**src/common/prom_cmd_pkg.sv**
```systemverilog
// constants, enums and carriers for the serial prom erase/write command handler
// Operation
// - codes 0x01-0x0F erase the matching 4K sector
// - codes 0x00, 0x10-0x1F reserved, go idle
// - code 0x20 or more erases whole chip
// - erase code is last host byte
// - sector without flash stops, goes idle
// - first sync 0x86 sets baud, echoed
// - second sync 0x79 echoed, silent on error
// - write code 0x30 echoed when accepted
// - command error sends code three times, idle
// - blank top area skips password check
// - bad password, or security on a write command, stops, goes idle
// - link error during password goes idle
// - overwrite flag 0x55 ok, 0xAA skipped
// - checksum high then low over memory
// - then wait for next command code
// - sector erase with 0xFFFA blank hangs forever
// - chip erase also clears security program
package prom_cmd_pkg;

  // protocol bytes
  localparam logic [7:0]  SYNC1_BYTE   = 8'h86;
  localparam logic [7:0]  SYNC2_BYTE   = 8'h79;
  localparam logic [7:0]  CMD_WRITE    = 8'h30;
  localparam logic [7:0]  CMD_ERASE    = 8'hF0;
  localparam logic [7:0]  ERR_FRAME    = 8'hA1;
  localparam logic [7:0]  ERR_UNKNOWN  = 8'hA3;
  localparam logic [7:0]  FLAG_OK      = 8'h55;
  localparam logic [7:0]  FLAG_OVER    = 8'hAA;
  localparam logic [7:0]  BLANK_BYTE   = 8'hFF;
  localparam logic [7:0]  CODE_CHIP    = 8'h20;
  localparam logic [7:0]  CODE_RES_LO  = 8'h10;
  localparam logic [7:0]  REC_EOF      = 8'h01;
  localparam logic [1:0]  ERR_REPEAT   = 2'h3;
  // flash map
  localparam logic [15:0] FLASH_LO     = 16'h1000;
  localparam logic [15:0] FLASH_HI     = 16'hFFFF;
  localparam int          SECTOR_SHIFT = 12;
  // byte counters
  localparam logic [2:0]  ADDR_LAST    = 3'h5;
  localparam logic [2:0]  HDR_LAST     = 3'h3;
  // serial framing
  localparam logic [3:0]  BIT_STOP     = 4'h8;
  localparam logic [3:0]  BIT_TX_LAST  = 4'h9;
  localparam logic [3:0]  BIT_MEASURE  = 4'hF;

  // command handler states, gray along the main path
  typedef enum logic [4:0] {
    ST_SYNC1  = 5'h00, ST_SYNC2 = 5'h01, ST_CMD   = 5'h03, ST_PWADR = 5'h02,
    ST_PWCHK  = 5'h06, ST_PWCNT = 5'h07, ST_PWSTR = 5'h05, ST_PWCMP = 5'h04,
    ST_HREC   = 5'h0C, ST_HDATA = 5'h0D, ST_HCHK  = 5'h0F, ST_HWR   = 5'h0E,
    ST_HCKS   = 5'h0A, ST_FLAG  = 5'h0B, ST_SUMRD = 5'h09, ST_SUMHI = 5'h08,
    ST_SUMLO  = 5'h18, ST_ERCODE = 5'h19, ST_ERWAIT = 5'h1B, ST_ERRTX = 5'h1A,
    ST_DEAD   = 5'h1E, ST_STUCK = 5'h1F
  } state_e;

  // flash operations
  typedef enum logic [1:0] {
    FL_READ = 2'h0, FL_WRITE = 2'h1, FL_SECTOR = 2'h2, FL_CHIP = 2'h3
  } flash_op_e;

  // erase area classes
  typedef enum logic [1:0] {
    ER_RESERVED = 2'h0, ER_SECTOR = 2'h1, ER_CHIP = 2'h2
  } erase_kind_e;

  // request toward the flash array
  typedef struct packed {
    flash_op_e   op;
    logic [15:0] addr;
    logic [7:0]  wdata;
  } flash_req_s;

  // flash status levels
  typedef struct packed {
    logic area_blank;  // 0xFFE0..0xFFFF all blank
    logic fffa_blank;  // 0xFFFA holds blank
    logic security_en; // security program enabled
  } flash_stat_s;

endpackage

```
**src/logic/prom_cmd.sv**
```systemverilog
// serial prom erase and write command handler with autobaud link
`timescale 1ns/10ps
module prom_cmd #(
  parameter int         DEPTH   = 2,     // tx buffer entries
  parameter int         BAUD_W  = 16,    // baud counter width
  parameter logic [3:0] SECT_LO = 4'h1,  // lowest sector with flash
  parameter logic [3:0] SECT_HI = 4'hF   // highest sector with flash
) (
  input  wire  logic                      mclk_i,
  input  wire  logic                      reset_i,
  input  wire  logic                      rxd_i,
  output logic                            txd_o,
  output prom_cmd_pkg::flash_req_s        flash_req_o,
  output logic                            flash_valid_o,
  input  wire  logic                      flash_done_i,
  input  wire  logic [7:0]                flash_rdata_i,
  input  wire  prom_cmd_pkg::flash_stat_s flash_stat_i,
  output logic                            halted_o
);
  import prom_cmd_pkg::*;

  localparam int PW = (DEPTH > 1) ? $clog2(DEPTH) : 1;
  localparam logic [PW:0] FULL_CNT = (PW + 1)'(DEPTH);

  // whole module state
  typedef struct packed {
    state_e                     st;
    logic                       rx_prev;   // last line level
    logic                       rx_busy;   // receiving a character
    logic                       rx_meas;   // autobaud pending
    logic [BAUD_W-1:0]          rx_cnt;
    logic [3:0]                 rx_bit;
    logic [7:0]                 rx_sh;
    logic                       rx_full;   // byte waiting
    logic                       rx_ferr;   // its stop bit was low
    logic [7:0]                 rx_byte;
    logic [BAUD_W-1:0]          baud;      // cycles per bit
    logic [DEPTH-1:0][7:0]      fifo;
    logic [PW-1:0]              f_wr;
    logic [PW-1:0]              f_rd;
    logic [PW:0]                f_cnt;
    logic                       tx_busy;
    logic [BAUD_W-1:0]          tx_cnt;
    logic [3:0]                 tx_bit;
    logic [9:0]                 tx_sh;
    logic                       txd;
    flash_req_s                 freq;
    logic                       fvalid;
    logic [2:0]                 idx;       // address or header byte
    logic [47:0]                pw_addr;   // count addr, compare addr
    logic [7:0]                 left;      // bytes still to handle
    logic [15:0]                ptr;       // password pointer
    logic [7:0]                 rec_type;
    logic [15:0]                rec_addr;
    logic [7:0]                 wbyte;
    logic                       ovr;       // overwrite seen
    logic [15:0]                sum;
    logic [15:0]                sum_addr;
    logic [1:0]                 err_left;
    logic [7:0]                 err_byte;
    logic                       is_erase;
    logic                       halted;
  } state_s;

  state_s q;
  state_s n;

  // address lies in the flash window
  function automatic logic in_flash(input logic [23:0] a);
    in_flash = (a[23:16] == 8'h00) && (a[15:0] >= FLASH_LO);
  endfunction

  // classify an erase area code
  function automatic erase_kind_e erase_kind(input logic [7:0] c);
    if (c >= CODE_CHIP)
      erase_kind = ER_CHIP;
    else if (c == 8'h00 || c >= CODE_RES_LO)
      erase_kind = ER_RESERVED;
    else
      erase_kind = ER_SECTOR;
  endfunction

  // next state of everything
  always_comb begin
    logic       take;      // consume received byte
    logic       push;      // write tx buffer
    logic [7:0] pbyte;
    logic       can_push;
    logic       adv;       // hex data byte finished
    logic       pw_done;   // password phase finished
    logic [7:0] b;
    n        = q;
    take     = 1'b0;
    push     = 1'b0;
    pbyte    = 8'h00;
    adv      = 1'b0;
    pw_done  = 1'b0;
    b        = q.rx_byte;
    can_push = (q.f_cnt != FULL_CNT);

    // flash handshake ends on done
    if (q.fvalid && flash_done_i) begin
      n.fvalid = 1'b0;
    end

    unique case (q.st)
      // first sync, echo at measured rate
      ST_SYNC1: if (q.rx_full && can_push) begin
        take = 1'b1;
        if (b == SYNC1_BYTE && !q.rx_ferr) begin
          push  = 1'b1;
          pbyte = SYNC1_BYTE;
          n.st  = ST_SYNC2;
        end else begin
          n.st = ST_DEAD;
        end
      end
      ST_SYNC2: if (q.rx_full && can_push) begin
        take = 1'b1;
        if (b == SYNC2_BYTE && !q.rx_ferr) begin
          push  = 1'b1;
          pbyte = SYNC2_BYTE;
          n.st  = ST_CMD;
        end else begin
          n.st = ST_DEAD;
        end
      end
      ST_CMD: if (q.rx_full && can_push) begin
        take       = 1'b1;
        n.idx      = 3'h0;
        n.ovr      = 1'b0;
        n.err_left = ERR_REPEAT;
        if (q.rx_ferr) begin
          n.err_byte = ERR_FRAME;
          n.st       = ST_ERRTX;
        end else if (b == CMD_WRITE || b == CMD_ERASE) begin
          push       = 1'b1;
          pbyte      = b;
          n.is_erase = (b == CMD_ERASE);
          n.st       = ST_PWADR;
        end else begin
          n.err_byte = ERR_UNKNOWN;
          n.st       = ST_ERRTX;
        end
      end
      // error byte three times then idle
      ST_ERRTX: if (can_push) begin
        push       = 1'b1;
        pbyte      = q.err_byte;
        n.err_left = q.err_left - 2'h1;
        if (q.err_left == 2'h1)
          n.st = ST_DEAD;
      end
      ST_PWADR: if (q.rx_full) begin
        take      = 1'b1;
        n.pw_addr = {q.pw_addr[39:0], b};
        n.idx     = q.idx + 3'h1;
        if (q.rx_ferr)
          n.st = ST_DEAD;
        else if (q.idx == ADDR_LAST)
          n.st = ST_PWCHK;
      end
      ST_PWCHK: begin
        if (!in_flash(q.pw_addr[47:24]) || !in_flash(q.pw_addr[23:0]))
          n.st = ST_DEAD;
        else if (!q.is_erase && flash_stat_i.security_en)
          n.st = ST_DEAD;
        // blank top area skips the string
        else if (flash_stat_i.area_blank)
          pw_done = 1'b1;
        else begin
          n.fvalid = 1'b1;
          n.freq   = '{op: FL_READ, addr: q.pw_addr[39:24], wdata: 8'h00};
          n.st     = ST_PWCNT;
        end
      end
      // password length from count address
      ST_PWCNT: if (q.fvalid && flash_done_i) begin
        n.left = flash_rdata_i;
        n.ptr  = q.pw_addr[15:0];
        n.st   = (flash_rdata_i == 8'h00) ? ST_DEAD : ST_PWSTR;
      end
      // password byte in, fetch stored one
      ST_PWSTR: if (q.rx_full) begin
        take    = 1'b1;
        n.wbyte = b;
        n.freq  = '{op: FL_READ, addr: q.ptr, wdata: 8'h00};
        if (q.rx_ferr) begin
          n.st = ST_DEAD;
        end else begin
          n.fvalid = 1'b1;
          n.st     = ST_PWCMP;
        end
      end
      ST_PWCMP: if (q.fvalid && flash_done_i) begin
        n.ptr  = q.ptr + 16'h0001;
        n.left = q.left - 8'h01;
        if (flash_rdata_i != q.wbyte)
          n.st = ST_DEAD;
        else if (q.left == 8'h01)
          pw_done = 1'b1;
        else
          n.st = ST_PWSTR;
      end
      ST_ERCODE: if (q.rx_full) begin
        take   = 1'b1;
        n.freq = '{op: FL_CHIP, addr: {b[3:0], 12'h000}, wdata: 8'h00};
        if (q.rx_ferr) begin
          n.st = ST_DEAD;
        end else begin
          unique case (erase_kind(b))
            ER_RESERVED: n.st = ST_DEAD;
            ER_SECTOR: begin
              n.freq.op = FL_SECTOR;
              if (b[3:0] < SECT_LO || b[3:0] > SECT_HI)
                n.st = ST_DEAD;
              else if (flash_stat_i.fffa_blank || flash_stat_i.security_en)
                n.st = ST_STUCK;
              else begin
                n.fvalid = 1'b1;
                n.st     = ST_ERWAIT;
              end
            end
            default: begin
              n.fvalid = 1'b1;
              n.st     = ST_ERWAIT;
            end
          endcase
        end
      end
      // erase finishes, then checksum pass
      ST_ERWAIT: if (q.fvalid && flash_done_i) begin
        n.sum      = 16'h0000;
        n.sum_addr = FLASH_LO;
        n.st       = ST_SUMRD;
      end
      ST_HREC: if (q.rx_full) begin
        take  = 1'b1;
        n.idx = q.idx + 3'h1;
        unique case (q.idx)
          3'h0:    n.left = b;
          3'h1:    n.rec_addr[15:8] = b;
          3'h2:    n.rec_addr[7:0] = b;
          default: n.rec_type = b;
        endcase
        if (q.rx_ferr)
          n.st = ST_DEAD;
        else if (q.idx == HDR_LAST)
          n.st = (b == REC_EOF || q.left == 8'h00) ? ST_HCKS : ST_HDATA;
      end
      // data byte in, read its target
      ST_HDATA: if (q.rx_full) begin
        take     = 1'b1;
        n.wbyte  = b;
        n.fvalid = 1'b1;
        n.freq   = '{op: FL_READ, addr: q.rec_addr, wdata: 8'h00};
        n.st     = ST_HCHK;
      end
      ST_HCHK: if (q.fvalid && flash_done_i) begin
        if (flash_rdata_i != BLANK_BYTE) begin
          n.ovr = 1'b1;
          adv   = 1'b1;
        end else begin
          // write waits a cycle so valid drops between requests
          n.freq = '{op: FL_WRITE, addr: q.rec_addr, wdata: q.wbyte};
          n.st   = ST_HWR;
        end
      end
      // raise the write, then wait for done
      ST_HWR: begin
        if (!q.fvalid)
          n.fvalid = 1'b1;
        else if (flash_done_i)
          adv = 1'b1;
      end
      // record check byte, end record closes data
      ST_HCKS: if (q.rx_full) begin
        take  = 1'b1;
        n.idx = 3'h0;
        n.st  = (q.rec_type == REC_EOF) ? ST_FLAG : ST_HREC;
      end
      ST_FLAG: if (can_push) begin
        push       = 1'b1;
        pbyte      = q.ovr ? FLAG_OVER : FLAG_OK;
        n.sum      = 16'h0000;
        n.sum_addr = FLASH_LO;
        n.st       = ST_SUMRD;
      end
      // sum whole flash as it now stands
      ST_SUMRD: begin
        if (!q.fvalid) begin
          n.fvalid = 1'b1;
          n.freq   = '{op: FL_READ, addr: q.sum_addr, wdata: 8'h00};
        end else if (flash_done_i) begin
          n.sum      = q.sum + {8'h00, flash_rdata_i};
          n.sum_addr = q.sum_addr + 16'h0001;
          if (q.sum_addr == FLASH_HI)
            n.st = ST_SUMHI;
        end
      end
      ST_SUMHI: if (can_push) begin
        push  = 1'b1;
        pbyte = q.sum[15:8];
        n.st  = ST_SUMLO;
      end
      ST_SUMLO: if (can_push) begin
        push  = 1'b1;
        pbyte = q.sum[7:0];
        n.st  = ST_CMD;
      end
      ST_DEAD:  n.st = ST_DEAD;
      ST_STUCK: n.st = ST_STUCK;
      default:  n.st = ST_DEAD;
    endcase

    // password phase over, pick the command's data phase
    if (pw_done) begin
      n.idx = 3'h0;
      n.st  = q.is_erase ? ST_ERCODE : ST_HREC;
    end
    // step to next data byte of the record
    if (adv) begin
      n.rec_addr = q.rec_addr + 16'h0001;
      n.left     = q.left - 8'h01;
      n.st       = (q.left == 8'h01) ? ST_HCKS : ST_HDATA;
    end
    n.halted = (n.st == ST_DEAD) || (n.st == ST_STUCK);

    // tx buffer and shifter, start, eight data, stop
    if (!q.tx_busy && q.f_cnt != '0) begin
      n.tx_sh   = {1'b1, q.fifo[q.f_rd], 1'b0};
      n.txd     = 1'b0;
      n.tx_busy = 1'b1;
      n.tx_bit  = 4'h0;
      n.tx_cnt  = q.baud - 1'b1;
      n.f_rd    = (q.f_rd == PW'(DEPTH - 1)) ? '0 : q.f_rd + 1'b1;
      n.f_cnt   = q.f_cnt - 1'b1;
    end else if (q.tx_busy) begin
      if (q.tx_cnt != '0)
        n.tx_cnt = q.tx_cnt - 1'b1;
      else if (q.tx_bit == BIT_TX_LAST)
        n.tx_busy = 1'b0;
      else begin
        n.tx_sh  = {1'b1, q.tx_sh[9:1]};
        n.txd    = q.tx_sh[1];
        n.tx_bit = q.tx_bit + 4'h1;
        n.tx_cnt = q.baud - 1'b1;
      end
    end
    if (push) begin
      n.fifo[q.f_wr] = pbyte;
      n.f_wr         = (q.f_wr == PW'(DEPTH - 1)) ? '0 : q.f_wr + 1'b1;
      n.f_cnt        = n.f_cnt + 1'b1;
    end

    // receiver; a new byte wins over a same-cycle take
    if (take)
      n.rx_full = 1'b0;
    n.rx_prev = rxd_i;
    if (!q.rx_busy) begin
      if (q.rx_prev && !rxd_i) begin
        n.rx_busy = 1'b1;
        n.rx_bit  = q.rx_meas ? BIT_MEASURE : 4'h0;
        n.rx_cnt  = q.rx_meas ? '0 : q.baud + (q.baud >> 1);
      end
    end else if (q.rx_bit == BIT_MEASURE) begin
      // start plus bit 0 low, two bit times
      n.rx_cnt = q.rx_cnt + 1'b1;
      if (rxd_i) begin
        n.baud    = (q.rx_cnt == '0) ? BAUD_W'(1) : (q.rx_cnt + 1'b1) >> 1;
        n.rx_cnt  = (q.rx_cnt + 1'b1) >> 2;
        n.rx_bit  = 4'h1;
        n.rx_sh   = 8'h00;
        n.rx_meas = 1'b0;
      end
    end else if (q.rx_cnt != '0) begin
      n.rx_cnt = q.rx_cnt - 1'b1;
    end else if (q.rx_bit != BIT_STOP) begin
      n.rx_sh[q.rx_bit[2:0]] = rxd_i;
      n.rx_bit               = q.rx_bit + 4'h1;
      n.rx_cnt               = q.baud - 1'b1;
    end else begin
      n.rx_busy = 1'b0;
      n.rx_full = 1'b1;
      n.rx_byte = q.rx_sh;
      n.rx_ferr = !rxd_i;
    end
  end

  // register the state, synchronous reset
  always_ff @(posedge mclk_i) begin
    if (reset_i) begin
      q         <= '0;
      q.st      <= ST_SYNC1;
      q.rx_prev <= 1'b1;
      q.rx_meas <= 1'b1;
      q.txd     <= 1'b1;
    end else begin
      q <= n;
    end
  end

  // outputs straight from flops
  assign txd_o         = q.txd;
  assign flash_req_o   = q.freq;
  assign flash_valid_o = q.fvalid;
  assign halted_o      = q.halted;

endmodule

```
**config.mk**
```make
export PLATFORM = sky130hd
export DESIGN_NAME = prom_cmd
export DESIGN_NICKNAME = d
export VERILOG_FILES = /design/src/common/prom_cmd_pkg.sv /design/src/logic/prom_cmd.sv
export SDC_FILE = /design/constraint.sdc
export NUM_CORES = 1
export LEC_CHECK = 0
export ABC_AREA = 1
export BUFFER_PORTS_ARGS = -buffer_cell sky130_fd_sc_hd__buf_2
export CAP_MARGIN = 20
export CELL_PAD_IN_SITES_DETAIL_PLACEMENT = 0
export CELL_PAD_IN_SITES_GLOBAL_PLACEMENT = 1
export CORE_UTILIZATION = 40
export CTS_BUF_LIST = sky130_fd_sc_hd__clkbuf_4 sky130_fd_sc_hd__clkbuf_8
export DETAILED_ROUTE_END_ITERATION = 8
export GPL_TIMING_DRIVEN = 0
export PLACE_DENSITY_LB_ADDON = 0.1
export SLEW_MARGIN = 0
export SYNTH_ARGS = -nofsm -noshare
export SYNTH_HDL_FRONTEND = slang
export SYNTH_SLANG_ARGS = --single-unit
```
**constraint.sdc**
```tcl
create_clock -name mclk_i -period 2.55 [get_ports mclk_i]
set_clock_uncertainty 0.05 [all_clocks]
set_input_delay 0.51 -clock mclk_i [delete_from_list [all_inputs] [get_ports mclk_i]]
set_output_delay 0.51 -clock mclk_i [all_outputs]
set_load 0.02 [all_outputs]
```
==> flow_summary_export.csv, run 1 <==
group,metric,value,unit
run_status,status,"complete, no violations",
grt,first_global_vias,18100,
sta,timing.final.ws_setup,0.0227,ns
routing,dr.pass1.iters,7,
synthesis,synth-edff-count,0,
critical_path,timing.rr.start,"q[292]$_SDFF_PP0_",
clocking,cts_tree,"built",
synthesis,ys_async_sr_fraction,0,
job,max_cap_viol_count,0,
synthesis,synth.net_count,2946,
routing,drc,0,
critical_path,startpoint,"q[292]$_SDFF_PP0_",
pwr,p_leak,9.03,nW
cells_and_area,antenna_cells,0,
routing,drt_iter0_drc,1617,
sta,relSlewSlack,0.275,
grt,gr-usage-met1,0.415,
sta,fin_crit_sh,0.991,
critical_path,cp.required,3.00,ns
cells_and_area,final_cell_mix,"772 x nand2_1, 332 x nor2_1, 282 x dfxtp_1, 270 x inv_1, 268 x a21oi_1",
sta,period_minus_slack,2.53,ns
sta,slew_violations,0,
synthesis,synth_cell_types,55,
grt,use_met3,0.0541,
synthesis,synth_ff_type,"dfxtp_1",
clocking,root_buffer,"clkbuf_8",
routing,wl_per_cell,19.4,um
clocking,clk_latency,0.69,ns
hold_path,hold_path_class,"in2reg",
routing,vias_per_cell,5.36,
floorplanning,die-area,0.0465,mm2
critical_path,worstReg2RegEnd,"q[26]$_SDFFE_PP0P_",
place,place_congestion,0.993,
critical_path,ff2ff_path_depth,14,
floorplanning,core,0.0446,mm2
critical_path,r2r_slack,0.02,ns
place,post-place-ws,-0.835,ns
critical_path,crit_path_end,"q[26]$_SDFFE_PP0P_",
cells_and_area,fin_area,0.0205,mm2
sta,fmax,396,MHz
routing,ant_nets,0,
synthesis,synthCells,2870,
place,placed_area,0.0192,mm2
floorplanning,die_height,216,um
sta,rsz0062_at_grt,"true",
clocking,cts.path.max_buffers,3,
sta,final_hold_viol_count,0,
place,placed_cells,3504,
cells_and_area,finalNetCount,3046,
grt,grt_pass1_wl,106,mm
routing,wirelength,70.0,mm
synthesis,synth-warning-count,0,
floorplanning,dieWidth,216,um
cells_and_area,final_core_util,0.459,
clocking,path_clk_slew,0.06,ns
cells_and_area,area_delta_synth_final,12.1,%
floorplanning,start_util,0.409,
critical_path,startpoint_type,"flop",
synthesis,netlist_area,0.0182,mm2
synthesis,synth_seq_cells,285,
clocking,cts.sinks,285,
sta,worstMarginPinSlew,1.09,ns
cells_and_area,layout.cells.most_common,"nand2_1",
synthesis,synth.yosys.seq_area_share,0.313,
grt,grt_usage,0.298,
grt,antenna_found_initial,1,
grt,top_usage_layer,"met2",
sta,setup_viol,0,
clocking,cts_buffers,54,
critical_path,crit_arrival,2.98,ns
grt,grt.met2_usage,0.458,
pwr,cellPowerDensity,728,mW/mm2
critical_path,crit_fanout,10,
grt,gr-total-overflow,0,
pwr,vdd_ir_drop_max,0.412,mV
cells_and_area,stdcell_count,3602,
pwr,power,14.9,mW
critical_path,crit_path_end_kind,"flop",
synthesis,synth_area_per_cell,6.35,um2
place,port_buffers,42,
clocking,htree_levels,2,
grt,grt_max_degree,16,
critical_path,setup.worst_path.class,"reg2reg",
routing,vias,19300,
floorplanning,num_io_pins,44,
place,hpwl,54.7,mm
floorplanning,num_rows,77,
cells_and_area,drive_gt1_frac,0.109,
==> repair_timing <==
item	CTS	global route
endpoints found under the hold margin	0	0
setup buffers	2	1
cloned	0	0
hold buffers	0	0
setup endpoints to repair	53	57
gates resized for setup	7	17
pin swaps	0	1
==> registers in the layout, summed over array words and instances, names as in the netlist <==
register       count
q                256
flash_req_o       26
flash_valid_o      1
halted_o           1
txd_o              1
==> how the worst min path moves through the flow <==
stage	depth (start not counted)	slack, ns	from	to
finish	3	0.22	rxd_i	q[257]$_SDFFE_PP0P_
global route	3	0.23	rxd_i	q[257]$_SDFFE_PP0P_
CTS	3	0.18	rxd_i	q[259]$_SDFFE_PP0P_
detailed placement	2	0.40	q[143]$_SDFFE_PP0P_	q[143]$_SDFFE_PP0P_
global placement	2	0.39	q[148]$_SDFFE_PP0P_	q[148]$_SDFFE_PP0P_
floorplan	2	0.38	q[144]$_SDFFE_PP0P_	q[144]$_SDFFE_PP0P_
==> through the flow <==
step	setup TNS, ns	hold WS [ns]
floorplan	0	0.379
global placement	-83.77	0.391
detailed placement	-93.45	0.396
CTS	0	0.182
global route	-0.00141	0.232
finish	0	0.217
==> final cells by class <==
| cell class | instances | area, um2 |
|---|---|---|
| clock inverter | 12 | 105 |
| sequential | 285 | 5710 |
| timing repair buffer | 45 | 233 |
| inverter | 301 | 1140 |
| fill | 4826 | 24200 |
| multi-input combinational | 2159 | 10700 |
| clock buffer | 84 | 1070 |
| tap | 592 | 741 |
| buffer | 124 | 706 |
==> worst max-delay path, cell delays in order (launching register included) <==
cell,delay [ns]
dfxtp_1,0.31
buf_6,0.14
inv_4,0.07
buf_6,0.16
nand3_2,0.10
nor2_2,0.23
nand2_1,0.14
nand2_1,0.14
inv_1,0.10
nand2_1,0.10
buf_4,0.25
buf_4,0.26
nor3_1,0.07
a21oi_1,0.14
nor2_1,0.06
==> kinds of logic (layout without fill, tap and decap cells) <==
group / count (synthesis) / in the layout / share of synthesized area
AOI/OAI and AO/OA: 556 / 556 / 0.164
xor gates and xnor gates: 69 / 69 / 0.0331
adders and majority gates: 61 / 61 / 0.0427
buffers and inverters: 426 / 566 / 0.101
DFF: 285 / 285 / 0.313
and+or+nand+nor: 1473 / 1473 / 0.347
==> metal layers <==
| layer | vias up | wire length (um) |
|---|---|---|
| li1 | 9517 | - |
| met1 | 9010 | 33300 |
| met2 | 664 | 29700 |
| met3 | 121 | 4730 |
| met4 | 2 | 2300 |
| met5 | - | 14 |
==> report_power, final <==
part	switching (mW)	internal [mW]	total, mW
Clock	2.18	2.78	4.96
Combinational	3.22	1.52	4.74
Sequential	0.303	4.89	5.19
==> cell usage after synthesis (7+ instances only) <==
library cell,number,area (um2)
xnor2_1,20,175
nand3b_1,10,75.1
a211oi_1,12,90.1
nand2_1,774,2910
nor2_1,335,1260
dfxtp_1,285,5710
nand3_2,7,70.1
or2_2,8,50.1
a31oi_1,12,75.1
o21ai_0,198,991
clkbuf_1,50,188
nor2_4,15,169
buf_4,38,285
buf_6,8,90.1
nand4_1,40,250
o21ai_1,12,60.1
inv_1,272,1020
nand3_1,176,881
nor2_2,22,138
nand2_2,12,75.1
ha_1,59,738
o21a_1,9,67.6
xor2_1,49,429
buf_2,26,130
inv_2,20,75.1
o211ai_1,8,60.1
a21oi_1,268,1340
nor3_1,49,245
Power figures use the tool's default switching activity.
==> inputs of run 2 (changes only) <==
- ABC_AREA: 1 -> default
- CORE_UTILIZATION: 40 -> 49
==> flow_summary_export.csv, run 2 <==
group,metric,value,unit
sta,fmax,342,MHz
grt,grt_usage,0.355,
sta,rsz0062_at_grt,"true",
clocking,cts.path.max_buffers,3,
synthesis,synthXorXnorAreaFrac,0.0505,
sta,period_minus_slack,2.92,ns
synthesis,synth_ff_type,"dfxtp_1",
cells_and_area,multi_input_area,0.0110,mm2
critical_path,cp.required,3.00,ns
run_status,violations,"setup timing",
pwr,p_sw_frac,0.311,
job,max_cap_viol_count,0,
place,port_buffers,42,
hold_path,hold_path_class,"in2reg",
critical_path,startpoint_type,"flop",
floorplanning,num_io_pins,44,
synthesis,synth-warning-count,0,
sta,relSlewSlack,0.225,
pwr,p_leak,7.69,nW
cells_and_area,final_cell_mix,"265 x nor2_1, 262 x dfxtp_1, 232 x nand2_1, 170 x a21oi_1, 89 x buf_4",
clocking,cts_buffers,50,
critical_path,slowest_delay,0.57,ns
floorplanning,die-area,0.0343,mm2
sta,worstMarginPinSlew,1.16,ns
critical_path,crit_path_end_kind,"flop",
synthesis,ys_async_sr_fraction,0,
floorplanning,dieWidth,185,um
pwr,power_frac_seq,0.419,
pwr,vdd_ir_drop_max,0.741,mV
clocking,cts_tree,"built",
routing,vias,17200,
synthesis,synth_mux_area_frac,0.0319,
cells_and_area,area_delta_synth_final,24.0,%
cells_and_area,regArea,0.00575,mm2
synthesis,yosys-top-cells-count,"291 x nor2_1, 285 x dfxtp_1, 251 x nand2_1, 197 x a21oi_1, 132 x clkbuf_1",
grt,gr-total-overflow,0,
synthesis,synth-edff-count,0,
place,place_congestion,0.940,
critical_path,crit_fanout,5,
critical_path,setup.worst_path.class,"reg2reg",
synthesis,synth_area_per_cell,7.64,um2
routing,dr.pass1.iters,9,
cells_and_area,largest_reg_flops,256,
synthesis,synth_compound_area_frac,0.216,
synthesis,yosys-top-cells-area,"dfxtp_1 35%, nor2_1 6.6%, a21oi_1 6.0%",
sta,fin_crit_sh,1.15,
cells_and_area,finalNetCount,2395,
cells_and_area,final.fill_count,3036,
clocking,htree_levels,2,
pwr,power.net_switching,3.59,mW
floorplanning,num_rows,66,
synthesis,synth_most_common_cell,"nor2_1",
synthesis,synth-adder-area-share,0.0473,
grt,antenna_found_initial,1,
clocking,path_clk_slew,0.07,ns
pwr,cellPowerDensity,565,mW/mm2
sta,timing.final.ws_setup,-0.370,ns
cells_and_area,drive_gt1_frac,0.228,
critical_path,crit_chain,"inv_4 -> ha_4 -> or4b_4 -> or4_4 -> buf_4 -> buf_6 -> or3_4 -> nand2b_4 -> a21oi_2 -> a211oi_2",
routing,drc,0,
floorplanning,start_util,0.502,
synthesis,synthCells,2154,
clocking,holdBufCountCts,0,
cells_and_area,layout.cells.most_common,"nor2_1",
cells_and_area,regMostFlops,"q",
grt,first_global_vias,15800,
synthesis,netlist_area,0.0165,mm2
sta,slew_violations,0,
synthesis,synthSimpleGateAreaFrac,0.249,
cells_and_area,antenna_cells,0,
sta,holdWs,0.287,ns
synthesis,synth_top_family_by_area,"simple AND/OR/NAND/NOR gates",
clocking,root_buffer,"clkbuf_8",
floorplanning,core,0.0328,mm2
routing,wirelength,62.5,mm
floorplanning,die_height,185,um
sta,final_hold_viol_count,0,
routing,ant_nets,0,
pwr,share_comb_of_total_power,0.206,
pwr,power,11.5,mW
grt,grt_pass1_wl,92.5,mm
synthesis,synth_seq_cells,285,
critical_path,crit_arrival,3.37,ns
routing,wl_per_cell,22.4,um
run_status,status,"complete, but fails checks",
synthesis,synth.net_count,2230,
critical_path,cp_num_buf_inv,3,
grt,grt_max_degree,14,
clocking,cts.sinks,285,
synthesis,yosys.area.top_type,"dfxtp_1",
pwr,p_clk_frac,0.375,
clocking,clk_latency,0.63,ns
critical_path,cpMaxStageDelayCell,"or4_4",
routing,vias_per_cell,6.18,
synthesis,synth_top_area_frac,0.347,
synthesis,synth.yosys.seq_area_share,0.347,
synthesis,synth_cell_types,78,
pwr,p_int,7.95,mW
routing,drt_iter0_drc,1829,
place,hpwl,44.2,mm
sta,setup_viol,53,
critical_path,cpLargestDelayFamily,"simple AND/OR/NAND/NOR gates",
==> run 2: changes by cell type after synthesis, sizes merged, moves of 80 or more <==
cell and delta:
nor2 -80, nand3 -113, nand2 -537, clkbuf +82
o21ai -115, inv -245
==> run 2: final cells by class <==
class | instances | share of cell area
Buffer | 157 | 0.0464
Clock buffer | 77 | 0.0470
Clock inverter | 4 | 0.00135
Inverter | 50 | 0.00932
Multi-Input combinational cell | 1645 | 0.538
Sequential cell | 285 | 0.282
Tap cell | 442 | 0.0271
Timing Repair Buffer | 130 | 0.0489
==> run 2: through the flow <==
step	TNS [ns]	std cells	setup WS [ns]	instance area, um2	util
final	-11.14	2790	-0.370	20400	0.623
after floorplan	-3.04	2154	-0.263	16600	-
after global placement	-148.30	2638	-1.25	17300	0.528
after global routing	-15.26	2790	-0.446	20400	0.623
after detailed placement	-140.35	2641	-1.28	17300	0.529
after CTS	-9.69	2758	-0.378	19500	0.596
==> run 2: cells by family (layout without fill, tap and decap cells) <==
family / after synthesis / in the layout
muxes: 52 / 52
and+or+nand+nor: 882 / 883
buffers and inverters: 225 / 418
AOI/OAI and AO/OA: 554 / 554
xor gates and xnor gates: 95 / 95
DFF: 285 / 285
adders and majority gates: 61 / 61
==> run 2: worst reg2reg max path: stages (launching register included) <==
cell      delay, ns
dfxtp_4        0.36
inv_4          0.06
ha_4           0.14
or4b_4         0.49
or4_4          0.57
buf_4          0.16
buf_6          0.11
or3_4          0.41
nand2b_4       0.18
a21oi_2        0.07
a211oi_2       0.21
==> run 2: layer usage <==
layer,up-vias,track usage,share of wire
met5,-,0,0
met4,0,0.195,0.051
met3,157,0.0694,0.081
met2,808,0.552,0.45
met1,8251,0.460,0.42
li1,8022,-,-
==> run 2: timing repair <==
| action | CTS | global route |
|---|---|---|
| setup buffers | 44 | 39 |
| endpoints found under the hold margin | 0 | 0 |
| pin swaps | 52 | 56 |
| gates resized for setup | 242 | 184 |
| gates cloned | 4 | 1 |
| setup endpoints to repair | 266 | 211 |
==> run 2: power groups by stage <==
stage	logic [mW]	registers (mW)	clock network [mW]
final	2.38	4.83	4.32
after global routing	2.59	4.86	4.58
after CTS	2.20	4.82	4.38
after detailed placement	1.89	4.89	0
after global placement	1.87	4.88	0
after floorplan	1.39	4.86	0
==> run 2: worst paths after layout <==
kind | start | endpoint | slack, ns | cells after the start
setup / recovery | q[269]$_SDFFE_PP0P_ | q[270]$_SDFFE_PP0P_ | -0.37 | 10
hold / removal | flash_done_i | flash_valid_o$_SDFF_PP0_ | 0.29 | 4
setup reg to reg | q[269]$_SDFFE_PP0P_ | q[270]$_SDFFE_PP0P_ | -0.37 | 10
hold reg to reg | flash_req_o[0]$_SDFFE_PP0P_ | flash_req_o[0]$_SDFFE_PP0P_ | 0.41 | 2
